`config.mk`:
```
export PLATFORM = sky130hd
export DESIGN_NAME = sbrg_top
export DESIGN_NICKNAME = d
export VERILOG_FILES = /design/src/rtl/sbrg_pkg.sv /design/src/rtl/sbrg_div_if.sv /design/src/rtl/sbrg_top.sv /design/src/rtl/sbrg_div.sv
export SDC_FILE = /design/constraint.sdc
export NUM_CORES = 1
export LEC_CHECK = 0
export ABC_AREA = 1
export BUFFER_PORTS_ARGS = -buffer_cell sky130_fd_sc_hd__buf_4
export CAP_MARGIN = 20
export CORE_AREA = 5 5 77 86
export DETAILED_ROUTE_END_ITERATION = 16
export DIE_AREA = 0 0 82 91
export GPL_TIMING_DRIVEN = 0
export PLACE_DENSITY = 0.87
export SYNTH_ARGS = -nofsm -noshare
export SYNTH_HDL_FRONTEND = slang
export SYNTH_SLANG_ARGS = --single-unit
export TNS_END_PERCENT = 20
```
`constraint.sdc`:
```
create_clock -name mclk_in -period 5.73 [get_ports mclk_in]
set_input_delay 0.2865 -clock mclk_in [delete_from_list [all_inputs] [get_ports mclk_in]]
set_output_delay 0.2865 -clock mclk_in [all_outputs]
set_load 0.03 [all_outputs]
```
`src/rtl/sbrg_pkg.sv`:
```
// shared constants and types for the serial baud rate generator
package sbrg_pkg;
  localparam int unsigned SBRG_CD_W       = 16;
  localparam int unsigned SBRG_FP_W       = 3;
  localparam int unsigned SBRG_DIV_FIXED  = 8;
  localparam int unsigned SBRG_OVER16     = 16;
  localparam int unsigned SBRG_OVER8      = 8;
  localparam int unsigned SBRG_FRAC_STEPS = 8;
  localparam logic [3:0]  SBRG_MODE_NORMAL  = 4'h0;
  localparam logic [3:0]  SBRG_MODE_SPI_MST = 4'hE;
  localparam logic [3:0]  SBRG_MODE_SPI_SLV = 4'hF;
  localparam logic [1:0]  SBRG_CLKS_MCK   = 2'h0;
  localparam logic [1:0]  SBRG_CLKS_DIV   = 2'h1;
  localparam logic [1:0]  SBRG_CLKS_EXT   = 2'h3;
  localparam logic [15:0] SBRG_CD_RESET   = 16'h0000;
  localparam logic [2:0]  SBRG_FP_RESET   = 3'h0;
  localparam logic [2:0]  SBRG_PRE_LAST   = 3'h7;
  localparam logic [3:0]  SBRG_BIT_LAST16 = 4'hF;
  localparam logic [3:0]  SBRG_BIT_LAST8  = 4'h7;
  typedef logic [15:0] sbrg_cd_t;
  typedef logic [2:0]  sbrg_fp_t;
endpackage

```
`src/rtl/sbrg_div_if.sv`:
```
// link between the baud top and its fractional divider core
`timescale 1ns/1ps
interface sbrg_div_if;
  import sbrg_pkg::*;
  logic     src_tick;
  logic     load;
  sbrg_cd_t cd;
  sbrg_fp_t fp;
  logic     frac_en;
  logic     out_tick;
  modport ctrl (output src_tick, load, cd, fp, frac_en, input out_tick);
  modport core (input src_tick, load, cd, fp, frac_en, output out_tick);
endinterface

```
`src/rtl/sbrg_top.sv`:
```
// baud rate generator: source select, divider, oversampling, pin roles
// Contract
// - source: peripheral clock, divided by eight, pin
// - sixteen-bit divider loaded from divisor value
// - divisor zero produces no clock, except sync external clock, where the divisor is forced to one
// - divisor one bypasses the divider
// - async: divided clock samples, then bit divide
// - oversample bit picks eight or sixteen
// - async rate is source over 8(2-over)cd
// - nonzero fraction part enables fractional division
// - fraction resolution is one eighth divisor
// - fraction only in normal serial mode
// - transmit line mosi master, miso slave
// - active low slave select on cts/rts
// - gated clock resumes exact prior state
// - single interrupt request output
// - sync external clock taken undivided
// - sync/spi rate is source over divisor
`timescale 1ns/1ps
module sbrg_top (
  // clock and reset
  input  wire logic           mclk_in,
  input  wire logic           reset_in,
  // configuration
  input  wire logic [1:0]     clock_source_select_in,
  input  wire logic [3:0]     port_mode_in,
  input  wire logic           sync_mode_in,
  input  wire logic           over_in,
  input  wire logic           spi_master_in,
  input  wire sbrg_pkg::sbrg_cd_t divisor_value_in,
  input  wire sbrg_pkg::sbrg_fp_t fraction_part_in,
  input  wire logic           rate_divider_wr_in,
  input  wire logic           irq_event_in,
  input  wire logic           slave_select_req_in,
  // pins
  input  wire logic           sck_pin_in,
  input  wire logic           cts_n_in,
  // serial data from the port
  input  wire logic           tx_data_in,
  input  wire logic           rx_pin_in,
  // outputs
  output logic                sample_tick_out,
  output logic                baud_tick_out,
  output logic                mosi_out,
  output logic                miso_out,
  output logic                rx_data_out,
  output logic                slave_sel_n_out,
  output logic                rts_n_out,
  output logic                irq_out
);
  import sbrg_pkg::*;
  sbrg_div_if dif ();
  sbrg_cd_t cd_r;
  sbrg_fp_t fp_r;
  logic       load_r;
  logic [1:0] sck_sync_r;
  logic       sck_prev_r;
  logic [1:0] rx_sync_r;
  logic [1:0] cts_sync_r;
  logic [2:0] pre_r;
  logic [3:0] bit_cnt_r;
  logic       src_tick;
  logic       ext_edge;
  logic       is_spi;
  logic       ext_direct;
  logic [3:0] bit_last;

  function automatic logic spi_code(input logic [3:0] m);
    spi_code = (m == SBRG_MODE_SPI_MST) || (m == SBRG_MODE_SPI_SLV);
  endfunction

  // state survives a stopped clock because nothing here is self-reset
  always_ff @(posedge mclk_in) begin
    if (reset_in) begin
      sck_sync_r <= 2'h0;
      sck_prev_r <= 1'b0;
      rx_sync_r  <= 2'h3;
      cts_sync_r <= 2'h3;
    end else begin
      sck_sync_r <= {sck_sync_r[0], sck_pin_in};
      sck_prev_r <= sck_sync_r[1];
      rx_sync_r  <= {rx_sync_r[0], rx_pin_in};
      cts_sync_r <= {cts_sync_r[0], cts_n_in};
    end
  end

  // rising external edge; pin must be slow enough to sample
  assign ext_edge = sck_sync_r[1] && !sck_prev_r;
  assign is_spi   = spi_code(port_mode_in);

  // fixed prescaler for the divided peripheral clock
  always_ff @(posedge mclk_in) begin
    if (reset_in) begin
      pre_r <= 3'h0;
    end else begin
      pre_r <= pre_r + 3'h1;
    end
  end

  always_comb begin
    case (clock_source_select_in)
      SBRG_CLKS_MCK: src_tick = 1'b1;
      SBRG_CLKS_DIV: src_tick = (pre_r == SBRG_PRE_LAST);
      SBRG_CLKS_EXT: src_tick = ext_edge;
      default:       src_tick = 1'b1;
    endcase
  end

  // divider register write reloads divider
  always_ff @(posedge mclk_in) begin
    if (reset_in) begin
      cd_r   <= SBRG_CD_RESET;
      fp_r   <= SBRG_FP_RESET;
      load_r <= 1'b0;
    end else begin
      load_r <= rate_divider_wr_in;
      if (rate_divider_wr_in) begin
        cd_r <= divisor_value_in;
        fp_r <= fraction_part_in;
      end
    end
  end

  assign ext_direct = sync_mode_in &&
                      clock_source_select_in == SBRG_CLKS_EXT;
  assign dif.src_tick = src_tick;
  assign dif.load     = load_r;
  assign dif.cd       = ext_direct ? 16'h0001 : cd_r;
  assign dif.fp       = fp_r;
  // fraction only in async normal mode
  assign dif.frac_en  = (fp_r != 3'h0) && !sync_mode_in &&
                        port_mode_in == SBRG_MODE_NORMAL;

  sbrg_div u_div (
    .mclk_in  (mclk_in),
    .reset_in (reset_in),
    .d        (dif)
  );

  assign bit_last = over_in ? SBRG_BIT_LAST8 : SBRG_BIT_LAST16;

  // bit clock from sampling clock, async only
  always_ff @(posedge mclk_in) begin
    if (reset_in || load_r) begin
      bit_cnt_r <= 4'h0;
    end else if (dif.out_tick && !(sync_mode_in || is_spi)) begin
      bit_cnt_r <= (bit_cnt_r >= bit_last) ? 4'h0 : bit_cnt_r + 4'h1;
    end
  end

  always_ff @(posedge mclk_in) begin
    if (reset_in) begin
      sample_tick_out <= 1'b0;
      baud_tick_out   <= 1'b0;
    end else begin
      sample_tick_out <= dif.out_tick;
      if (sync_mode_in || is_spi) begin
        baud_tick_out <= dif.out_tick;
      end else begin
        baud_tick_out <= dif.out_tick && bit_cnt_r >= bit_last;
      end
    end
  end

  // pin roles for spi and handshake
  always_ff @(posedge mclk_in) begin
    if (reset_in) begin
      mosi_out        <= 1'b1;
      miso_out        <= 1'b1;
      rx_data_out     <= 1'b1;
      slave_sel_n_out <= 1'b1;
      rts_n_out       <= 1'b1;
      irq_out         <= 1'b0;
    end else begin
      mosi_out    <= spi_master_in ? tx_data_in : rx_sync_r[1];
      miso_out    <= spi_master_in ? rx_sync_r[1] : tx_data_in;
      rx_data_out <= rx_sync_r[1];
      slave_sel_n_out <= (is_spi && !spi_master_in) ?
                         cts_sync_r[1] : 1'b1;
      rts_n_out   <= (is_spi && spi_master_in) ?
                     !slave_select_req_in : 1'b1;
      irq_out     <= irq_event_in;
    end
  end

  a_zero_cd_quiet: assert property (@(posedge mclk_in)
    disable iff (reset_in)
    (cd_r == 16'h0000 && !ext_direct && !load_r)[*3] |=> !sample_tick_out)
    else $error("sampling clock with zero divisor");

  a_bypass_pass: assert property (@(posedge mclk_in)
    disable iff (reset_in)
    (cd_r == 16'h0001 && !dif.frac_en && !load_r &&
     clock_source_select_in == SBRG_CLKS_MCK && $stable(cd_r))
    |=> ##1 sample_tick_out)
    else $error("bypass did not pass source clock");

  a_baud_subset: assert property (@(posedge mclk_in)
    disable iff (reset_in)
    baud_tick_out |-> sample_tick_out)
    else $error("baud tick without sample tick");

  a_rts_master: assert property (@(posedge mclk_in)
    disable iff (reset_in)
    (is_spi && spi_master_in && slave_select_req_in &&
     $stable(port_mode_in)) |=> !rts_n_out)
    else $error("master select not driven low");

  a_mosi_role: assert property (@(posedge mclk_in)
    disable iff (reset_in)
    spi_master_in |=> mosi_out == $past(tx_data_in))
    else $error("transmit line not mosi as master");

  // the select may move off the divided source inside the window
  a_div_prescale: assert property (@(posedge mclk_in)
    disable iff (reset_in)
    (clock_source_select_in == SBRG_CLKS_DIV && src_tick)
    |=> (!src_tick || clock_source_select_in != SBRG_CLKS_DIV) [*7])
    else $error("divided source faster than one in eight");

  a_irq_follow: assert property (@(posedge mclk_in)
    disable iff (reset_in)
    irq_event_in |=> irq_out)
    else $error("interrupt request missed");

  a_load_restart: assert property (@(posedge mclk_in)
    disable iff (reset_in)
    load_r |=> bit_cnt_r == 4'h0)
    else $error("bit counter not restarted");
endmodule

```
`src/rtl/sbrg_div.sv`:
```
// fractional 16-bit divider on source ticks
`timescale 1ns/1ps
module sbrg_div (
  // clock and reset
  input  wire logic   mclk_in,
  input  wire logic   reset_in,
  // divider link
  sbrg_div_if.core    d
);
  import sbrg_pkg::*;
  logic [15:0] cnt_r;
  logic [2:0]  phase_r;
  logic        extra_r;
  logic        tick_r;
  logic        spread;

  // extra period when fp ones spread over eight outputs
  function automatic logic frac_hit(input logic [2:0] ph,
                                    input logic [2:0] fp);
    frac_hit = ({1'b0, ph} * 4'(fp)) % 4'(SBRG_FRAC_STEPS) + 4'(fp)
               >= 4'(SBRG_FRAC_STEPS);
  endfunction

  always_comb spread = d.frac_en && frac_hit(phase_r, d.fp);

  always_ff @(posedge mclk_in) begin
    if (reset_in || d.load) begin
      cnt_r   <= 16'h0001;
      phase_r <= 3'h0;
      extra_r <= 1'b0;
      tick_r  <= 1'b0;
    end else begin
      tick_r <= 1'b0;
      if (d.src_tick && d.cd != 16'h0000) begin
        if (d.cd == 16'h0001 && !d.frac_en) begin
          tick_r <= 1'b1;
        end else if (cnt_r >= d.cd && !(spread && !extra_r)) begin
          tick_r  <= 1'b1;
          cnt_r   <= 16'h0001;
          extra_r <= 1'b0;
          phase_r <= phase_r + 3'h1;
        end else if (cnt_r >= d.cd) begin
          extra_r <= 1'b1;
        end else begin
          cnt_r <= cnt_r + 16'h0001;
        end
      end
    end
  end

  assign d.out_tick = tick_r;

  a_zero_cd_silent: assert property (@(posedge mclk_in)
    disable iff (reset_in)
    (d.cd == 16'h0000 && !d.load) |=> !tick_r)
    else $error("divider ticked with zero divisor");
endmodule

```
==> results of run 1 <==
stage by stage:
stage          power, W  instance area (sq um)
2_1_floorplan  0.000567                   3360
3_3_place_gp   0.000610                   3780
3_5_place_dp   0.000617                   3780
4_1_cts         0.00101                   3980
5_1_grt         0.00105                   3980
6_report        0.00101                   3980
critical path, delay by kind of cell:
kind | cells | cell delay (ns)
buffers and inverters | 4 | 0.72
AO/OA/AOI/OAI | 4 | 0.65
adder cells (fa/ha/maj) | 1 | 0.30
AND/OR/NAND/NOR | 6 | 0.86
sequential cells by signal, indices dropped and copies added (netlist names), 2 cells and up:
signal and cells:
u_div.phase_r 3, cts_sync_r 2, pre_r 3, u_div.cnt_r 16
sck_sync_r 2, bit_cnt_r 4, rx_sync_r 2, cd_r 16
dif.fp 3
worst paths after layout:
kind,start,to,slack (ns),depth (start not counted)
setup reg to reg,dif.fp[0],u_div.cnt_r[12],3.22,14
hold reg to reg,sck_sync_r[0],sck_sync_r[1],0.41,2
hold / removal,rx_pin_in,rx_sync_r[0],0.11,2
setup / recovery,clock_source_select_in[1],u_div.cnt_r[8],3.13,15
layout make-up:
cell class	instances	area, sq um	share of cell area
multi-input cells	345	1810	0.455
repair buffers	43	323	0.0810
flip-flops and latches	63	1260	0.317
plain buffers	13	71.3	0.0179
inverters	57	214	0.0537
well taps	77	96.3	0.0242
clock buffers	9	124	0.0311
clock inverters	7	80.1	0.0201
cell families (layout without fill, tap and decap cells):
| family | Yosys count | in the layout |
|---|---|---|
| AO/OA/AOI/OAI | 73 | 73 |
| XOR/XNOR | 10 | 10 |
| adder cells (fa/ha/maj) | 25 | 25 |
| buffers and inverters | 70 | 129 |
| flip-flops | 63 | 63 |
| AND/OR/NAND/NOR | 237 | 237 |
layer usage:
layer | vias to the layer above | share of wire
met2 | 88 | 0.50
met3 | 17 | 0.058
li1 | 1654 | -
met5 | - | 0
met4 | 0 | 0.024
met1 | 1459 | 0.42
power breakdown:
group	total, W	internal (W)	switching [W]
Sequential	0.000471	0.000457	0.0000146
Clock	0.000399	0.000205	0.000194
Combinational	0.000137	0.0000577	0.0000790
layout by cell type, fill, tap and decap left out, types with 8 or more instances in the layout:
| cell | count |
|---|---|
| nand3_1 | 25 |
| clkbuf_8 | 9 |
| dfxtp_1 | 63 |
| buf_4 | 43 |
| clkbuf_1 | 10 |
| xor2_1 | 8 |
| a21oi_1 | 27 |
| ha_1 | 25 |
| nand2_1 | 84 |
| nor3_1 | 12 |
| o21ai_0 | 33 |
| nor2_1 | 90 |
| inv_1 | 55 |
==> flow_summary.toml, run 1 <==
[cts]
cts_sinks = 63
cts_htree_levels = 3
root_buffer = "clkbuf_8"
path_clk_slew_ns = 0.08
post_cts_buffers = 0
clk-insertion-delay-late_ns = 0.35
ctsHoldBuffers = 0
clk_path_buf_depth = 2
numCtsBuffers = 9
cts_resized = 0
cts_tree = "yes"

[global_route]
grt_pass1_wl_mm = 13.3
antenna_found_initial = 0
met3_usage = 0.0594
grt_overflow = 0
top_usage_layer = "met2"
grt_max_degree = 14
grt.total_usage = 0.227
grt_pass1_vias = 3166
met1_usage = 0.273
grt.met2_usage = 0.377

[yosys]
synth_xor_xnor_area_share = 0.0261
synth.area.mux_share = 0
synth_top_family_by_area = "simple AND/OR/NAND/NOR gates"
yosysWarningCount = 0
ys.flop_type = "dfxtp_1"
synth_cell_types = 33
async_reset_ff_frac = 0
synth_most_common_cell = "nor2_1"
synth_edf_count = 0
syn_avg_cell_area_sq_um = 7.03
yosys.area.top_type_share = 0.375
synth_nets = 540
synthAdderAreaFrac = 0.0931
ys_seq_elements = 63
synthTopCellsByArea = "dfxtp_1, nor2_1, nand2_1"
syn_area_sq_um = 3360
yosys.area_share.simple = 0.307
yosys.area.top_type = "dfxtp_1"
synthCells = 478
yosysSeqAreaShare = 0.375
synth_compound_area_frac = 0.114
synthTopCellsByCount = "nor2_1, nand2_1, dfxtp_1, inv_1, o21ai_0"

[drt]
drt_iter0_markers = 218
drt_wl_total_mm = 7.82
ant_nets = 0
drc = 0
num_vias = 3218
first_pass_iters = 4
wl_per_cell_um = 12.7
via_per_inst = 5.24

[pwr]
p_per_area_nw_per_um2 = 253
ir_drop_mv = 0.203
leakage_nw = 1.77

[worst_setup_path]
critPathMaxFanout = 10
cp_cell_sequence = "buf_4 -> nand3_2 -> buf_6 -> clkbuf_1 -> nand2_1 -> ha_1 -> a21oi_1 -> o21ai_0 -> a21oi_1 -> nand2_1 -> nand2_1 -> nand2_4 -> buf_6 -> o21ai_0 -> nor2_1"
worstSetupPathType = "primary input to flop"
critPathCaptureType = "flop"
critPathArrivalTime_ns = 2.84
required_ns = 5.97
worst_path_largest_cell_delay_ns = 0.33
cp_slowest_cell = "nand2_1"
crit_path_start_kind = "primary input"
cpMostUsedCell = "nand2_1"

[floorplan]
start_util = 0.594
fp-row-count = 29
die_h_um = 91
coreArea_sq_um = 5660
ioPinCount = 45
die_area_sq_um = 7460
die_w_um = 82

[run]
maxCapViolCount = 0

[sta]
rsz0062_at_grt = "false"
clock_skew_ns = 0.00870
maxSlewHeadroom = 0.587
post-route-period-util = 0.454
finalSetupViolations = 0
worstMarginPinSlew_ns = 0.614
finalMaxSlewViolations = 0
period_minus_slack_ns = 2.60
final_hold_viol_count = 0
fin_tns_setup_ns = 0
max_freq_ghz = 0.384
holdWs_ns = 0.114
fin_ws_ns = 3.13

[placed_design]
portBuffers = 43
place_ws_ns = 2.79
hpwl_mm = 6.05
gp_congestion = 0.871
dp_cells = 598

[final_layout]
n_fill_cell = 486
synthToLayoutAreaGrowth_pct = 18.5
drive_above_1_share = 0.145
utilization = 0.704
fin_nets = 594
final_cells = 614
diodes = 0

[outcome]
status = "complete, no violations"

[hold_path]
worstHoldPathType = "primary input to flop"
Power figures use the tool's default switching activity.
==> inputs of run 2 (changes only) <==
--- a/config.mk
+++ b/config.mk
@@ -5,14 +5,14 @@
 export SDC_FILE = /design/constraint.sdc
 export NUM_CORES = 1
 export LEC_CHECK = 0
-export ABC_AREA = 1
+export ABC_AREA = 0
 export BUFFER_PORTS_ARGS = -buffer_cell sky130_fd_sc_hd__buf_4
 export CAP_MARGIN = 20
 export CORE_AREA = 5 5 77 86
 export DETAILED_ROUTE_END_ITERATION = 16
 export DIE_AREA = 0 0 82 91
 export GPL_TIMING_DRIVEN = 0
-export PLACE_DENSITY = 0.87
+export PLACE_DENSITY = 0.83
 export SYNTH_ARGS = -nofsm -noshare
 export SYNTH_HDL_FRONTEND = slang
 export SYNTH_SLANG_ARGS = --single-unit
==> constraint.sdc (replaced) <==
create_clock -name mclk_in -period 2.7 [get_ports mclk_in]
set_input_delay 0.135 -clock mclk_in [delete_from_list [all_inputs] [get_ports mclk_in]]
set_output_delay 0.135 -clock mclk_in [all_outputs]
set_load 0.03 [all_outputs]
==> run 2 against run 1 <==
  * Register-to-register slack got worse by 3.0 ns
  * First-iteration DRC count is 28% lower
  * Setup slack got worse by 2.9 ns
  * Non-clock buffer count up 3
  * Cell count fell by 21%
  * Combinational power increased to 2.8 times the previous value
  * Clock power rose by 75%
  * Via count is 14% lower
  * Sequential share of layout area is 1.7 points higher
  * Critical endpoint is now u_div.cnt_r[2]
==> flow_summary.toml, run 2 <==
[outcome]
status = "complete, no violations"

[yosys]
synth_cell_types = 53
synth_edf_count = 0
synthTopCellsByCount = "dfxtp_1, nand2_1, nor2_1, a31oi_1, ha_1"
synth_most_common_cell = "dfxtp_1"
syn_area_sq_um = 3140
yosysSeqAreaShare = 0.401
yosys.area.top_type_share = 0.401
syn_avg_cell_area_sq_um = 9.11
synthTopCellsByArea = "dfxtp_1, ha_1, mux2i_1"
yosys.area.top_type = "dfxtp_1"
ys.flop_type = "dfxtp_1"
yosysWarningCount = 0
synth_nets = 407
ys_seq_elements = 63
async_reset_ff_frac = 0
synthCells = 345

[final_layout]
layout_commonest_cell = "dfxtp_1"
reg_top3 = "cd_r x16, u_div.cnt_r x16, bit_cnt_r x4"
multiInputGateArea_sq_um = 1780
n_fill_cell = 470
drive_above_1_share = 0.203
final_cells = 485
utilization = 0.667
diodes = 0
layout_common_cells = "dfxtp_1, buf_4, nand2_1"
fin_nets = 465
synthToLayoutAreaGrowth_pct = 20.1
seq_area_sq_um = 1260

[sta]
maxSlewHeadroom = 0.508
final_hold_viol_count = 0
clock_skew_ns = 0.00975
fin_tns_setup_ns = 0
worstMarginPinSlew_ns = 0.738
rsz0062_at_grt = "false"
finalMaxSlewViolations = 0
finalSetupViolations = 0
max_freq_ghz = 0.402
period_minus_slack_ns = 2.49
post-route-period-util = 0.921
holdWs_ns = 0.0141

[cts]
cts_tree = "yes"
numCtsBuffers = 9
post_cts_buffers = 0
clk_path_buf_depth = 2
clk-insertion-delay-late_ns = 0.34
path_clk_slew_ns = 0.07
root_buffer = "clkbuf_8"
cts_sinks = 63
cts_htree_levels = 3

[worst_setup_path]
critPathCaptureType = "flop"
reg2reg_depth = 10
required_ns = 2.91
critPathMaxFanout = 10
cp_slowest_cell = "a2111oi_4"
critPathLaunch = "cd_r[0]"
r2r_end = "u_div.cnt_r[2]"
cpMostUsedCell = "a2111oi_4"
cp_cell_sequence = "inv_1 -> nand2_1 -> ha_1 -> nand2b_1 -> a2111oi_4 -> a2111oi_4 -> o31ai_1 -> a21o_2 -> buf_6 -> a31oi_1"
crit_buf_inv = 2
r2r_start = "cd_r[0]"
worst_path_largest_cell_delay_ns = 0.40
reg2reg_slack_ns = 0.21
worstSetupPathType = "flop to flop"
path_delay_family = "compound AO/OA/AOI/OAI gates"
critPathArrivalTime_ns = 2.69
crit_path_start_kind = "flop"

[hold_path]
min_from = "irq_event_in"
worstHoldPathType = "primary input to flop"
hold_end = "irq_out"
whs_path_depth = 2

[placed_design]
gp_congestion = 0.844
hpwl_mm = 5.43
dp_cells = 464
portBuffers = 42

[floorplan]
die_area_sq_um = 7460
die_h_um = 91
coreArea_sq_um = 5660
fp-row-count = 29
ioPinCount = 45
die_w_um = 82
start_util = 0.555

[drt]
num_vias = 2773
wl_per_cell_um = 15.2
ant_nets = 0
drc = 0
drt_iter0_markers = 156
via_per_inst = 5.72
drt_wl_total_mm = 7.38
first_pass_iters = 4

[pwr]
leakage_nw = 1.63
ir_drop_mv = 0.479
total_power_w = 0.00212
p_per_area_nw_per_um2 = 561

[global_route]
grt_overflow = 0
grt_pass1_wl_mm = 12.2
antenna_found_initial = 0
grt_max_degree = 12
grt_pass1_vias = 2675
grt.total_usage = 0.211

[run]
maxCapViolCount = 0
-- run 2: what timing repair did --
action,in CTS,in global routing
setup endpoints to repair,1,8
hold endpoints to repair,5,0
resized for setup,1,1
hold buffers,5,0
-- run 2: worst max-delay path by stage --
stage                     end  slack [ns]  depth (start not counted)
4_1_cts        u_div.cnt_r[0]        0.11                         12
5_1_grt        u_div.cnt_r[2]        0.02                         10
3_5_place_dp   u_div.cnt_r[0]       -0.37                         12
3_3_place_gp   u_div.cnt_r[0]       -0.31                         12
2_1_floorplan  u_div.cnt_r[0]        0.21                         11
6_report       u_div.cnt_r[2]        0.21                         10
-- run 2: cell families (layout without fill, tap and decap cells) --
logic type	Yosys count	in the layout	synth area share
AOI/OAI and AO/OA	74	74	0.172
and+or+nand+nor	139	139	0.222
buffers and inverters	21	84	0.0338
DFF	63	63	0.401
muxes	20	20	0.0641
adders and majority gates	25	25	0.0995
xor gates and xnor gates	3	3	0.00836
-- run 2: final cells by class --
type | count | share of cell area
clock buffer | 10 | 0.0338
tap | 77 | 0.0255
sequential | 63 | 0.334
timing repair buffer | 47 | 0.0967
buffer | 12 | 0.0195
multi-input combinational | 261 | 0.472
inverter | 9 | 0.00894
clock inverter | 6 | 0.00994
-- run 2: routing by layer --
metal / vias to the layer above / routed length, um / track usage / part of all wire
met5: - / 0 / 0 / 0
met4: 0 / 146 / 0.0873 / 0.020
met3: 18 / 402 / 0.0465 / 0.054
met2: 83 / 3880 / 0.361 / 0.53
met1: 1301 / 2950 / 0.251 / 0.40
li1: 1371 / - / - / -
-- run 2: report_power, final --
part	total, W	leakage [nW]	switching (W)	internal, W
registers	0.00103	0.516	0.0000503	0.000980
logic	0.000389	1.04	0.000208	0.000181
clock network	0.000700	0.0781	0.000372	0.000328
total	0.00212	1.63	0.000630	0.00149
-- run 2: through the flow --
step | setup WS [ns] | instance area [sq um]
floorplan | 0.211 | 3140
global placement | -0.310 | 3560
detailed placement | -0.372 | 3560
CTS | 0.110 | 3770
global route | 0.0186 | 3780
finish | 0.214 | 3780
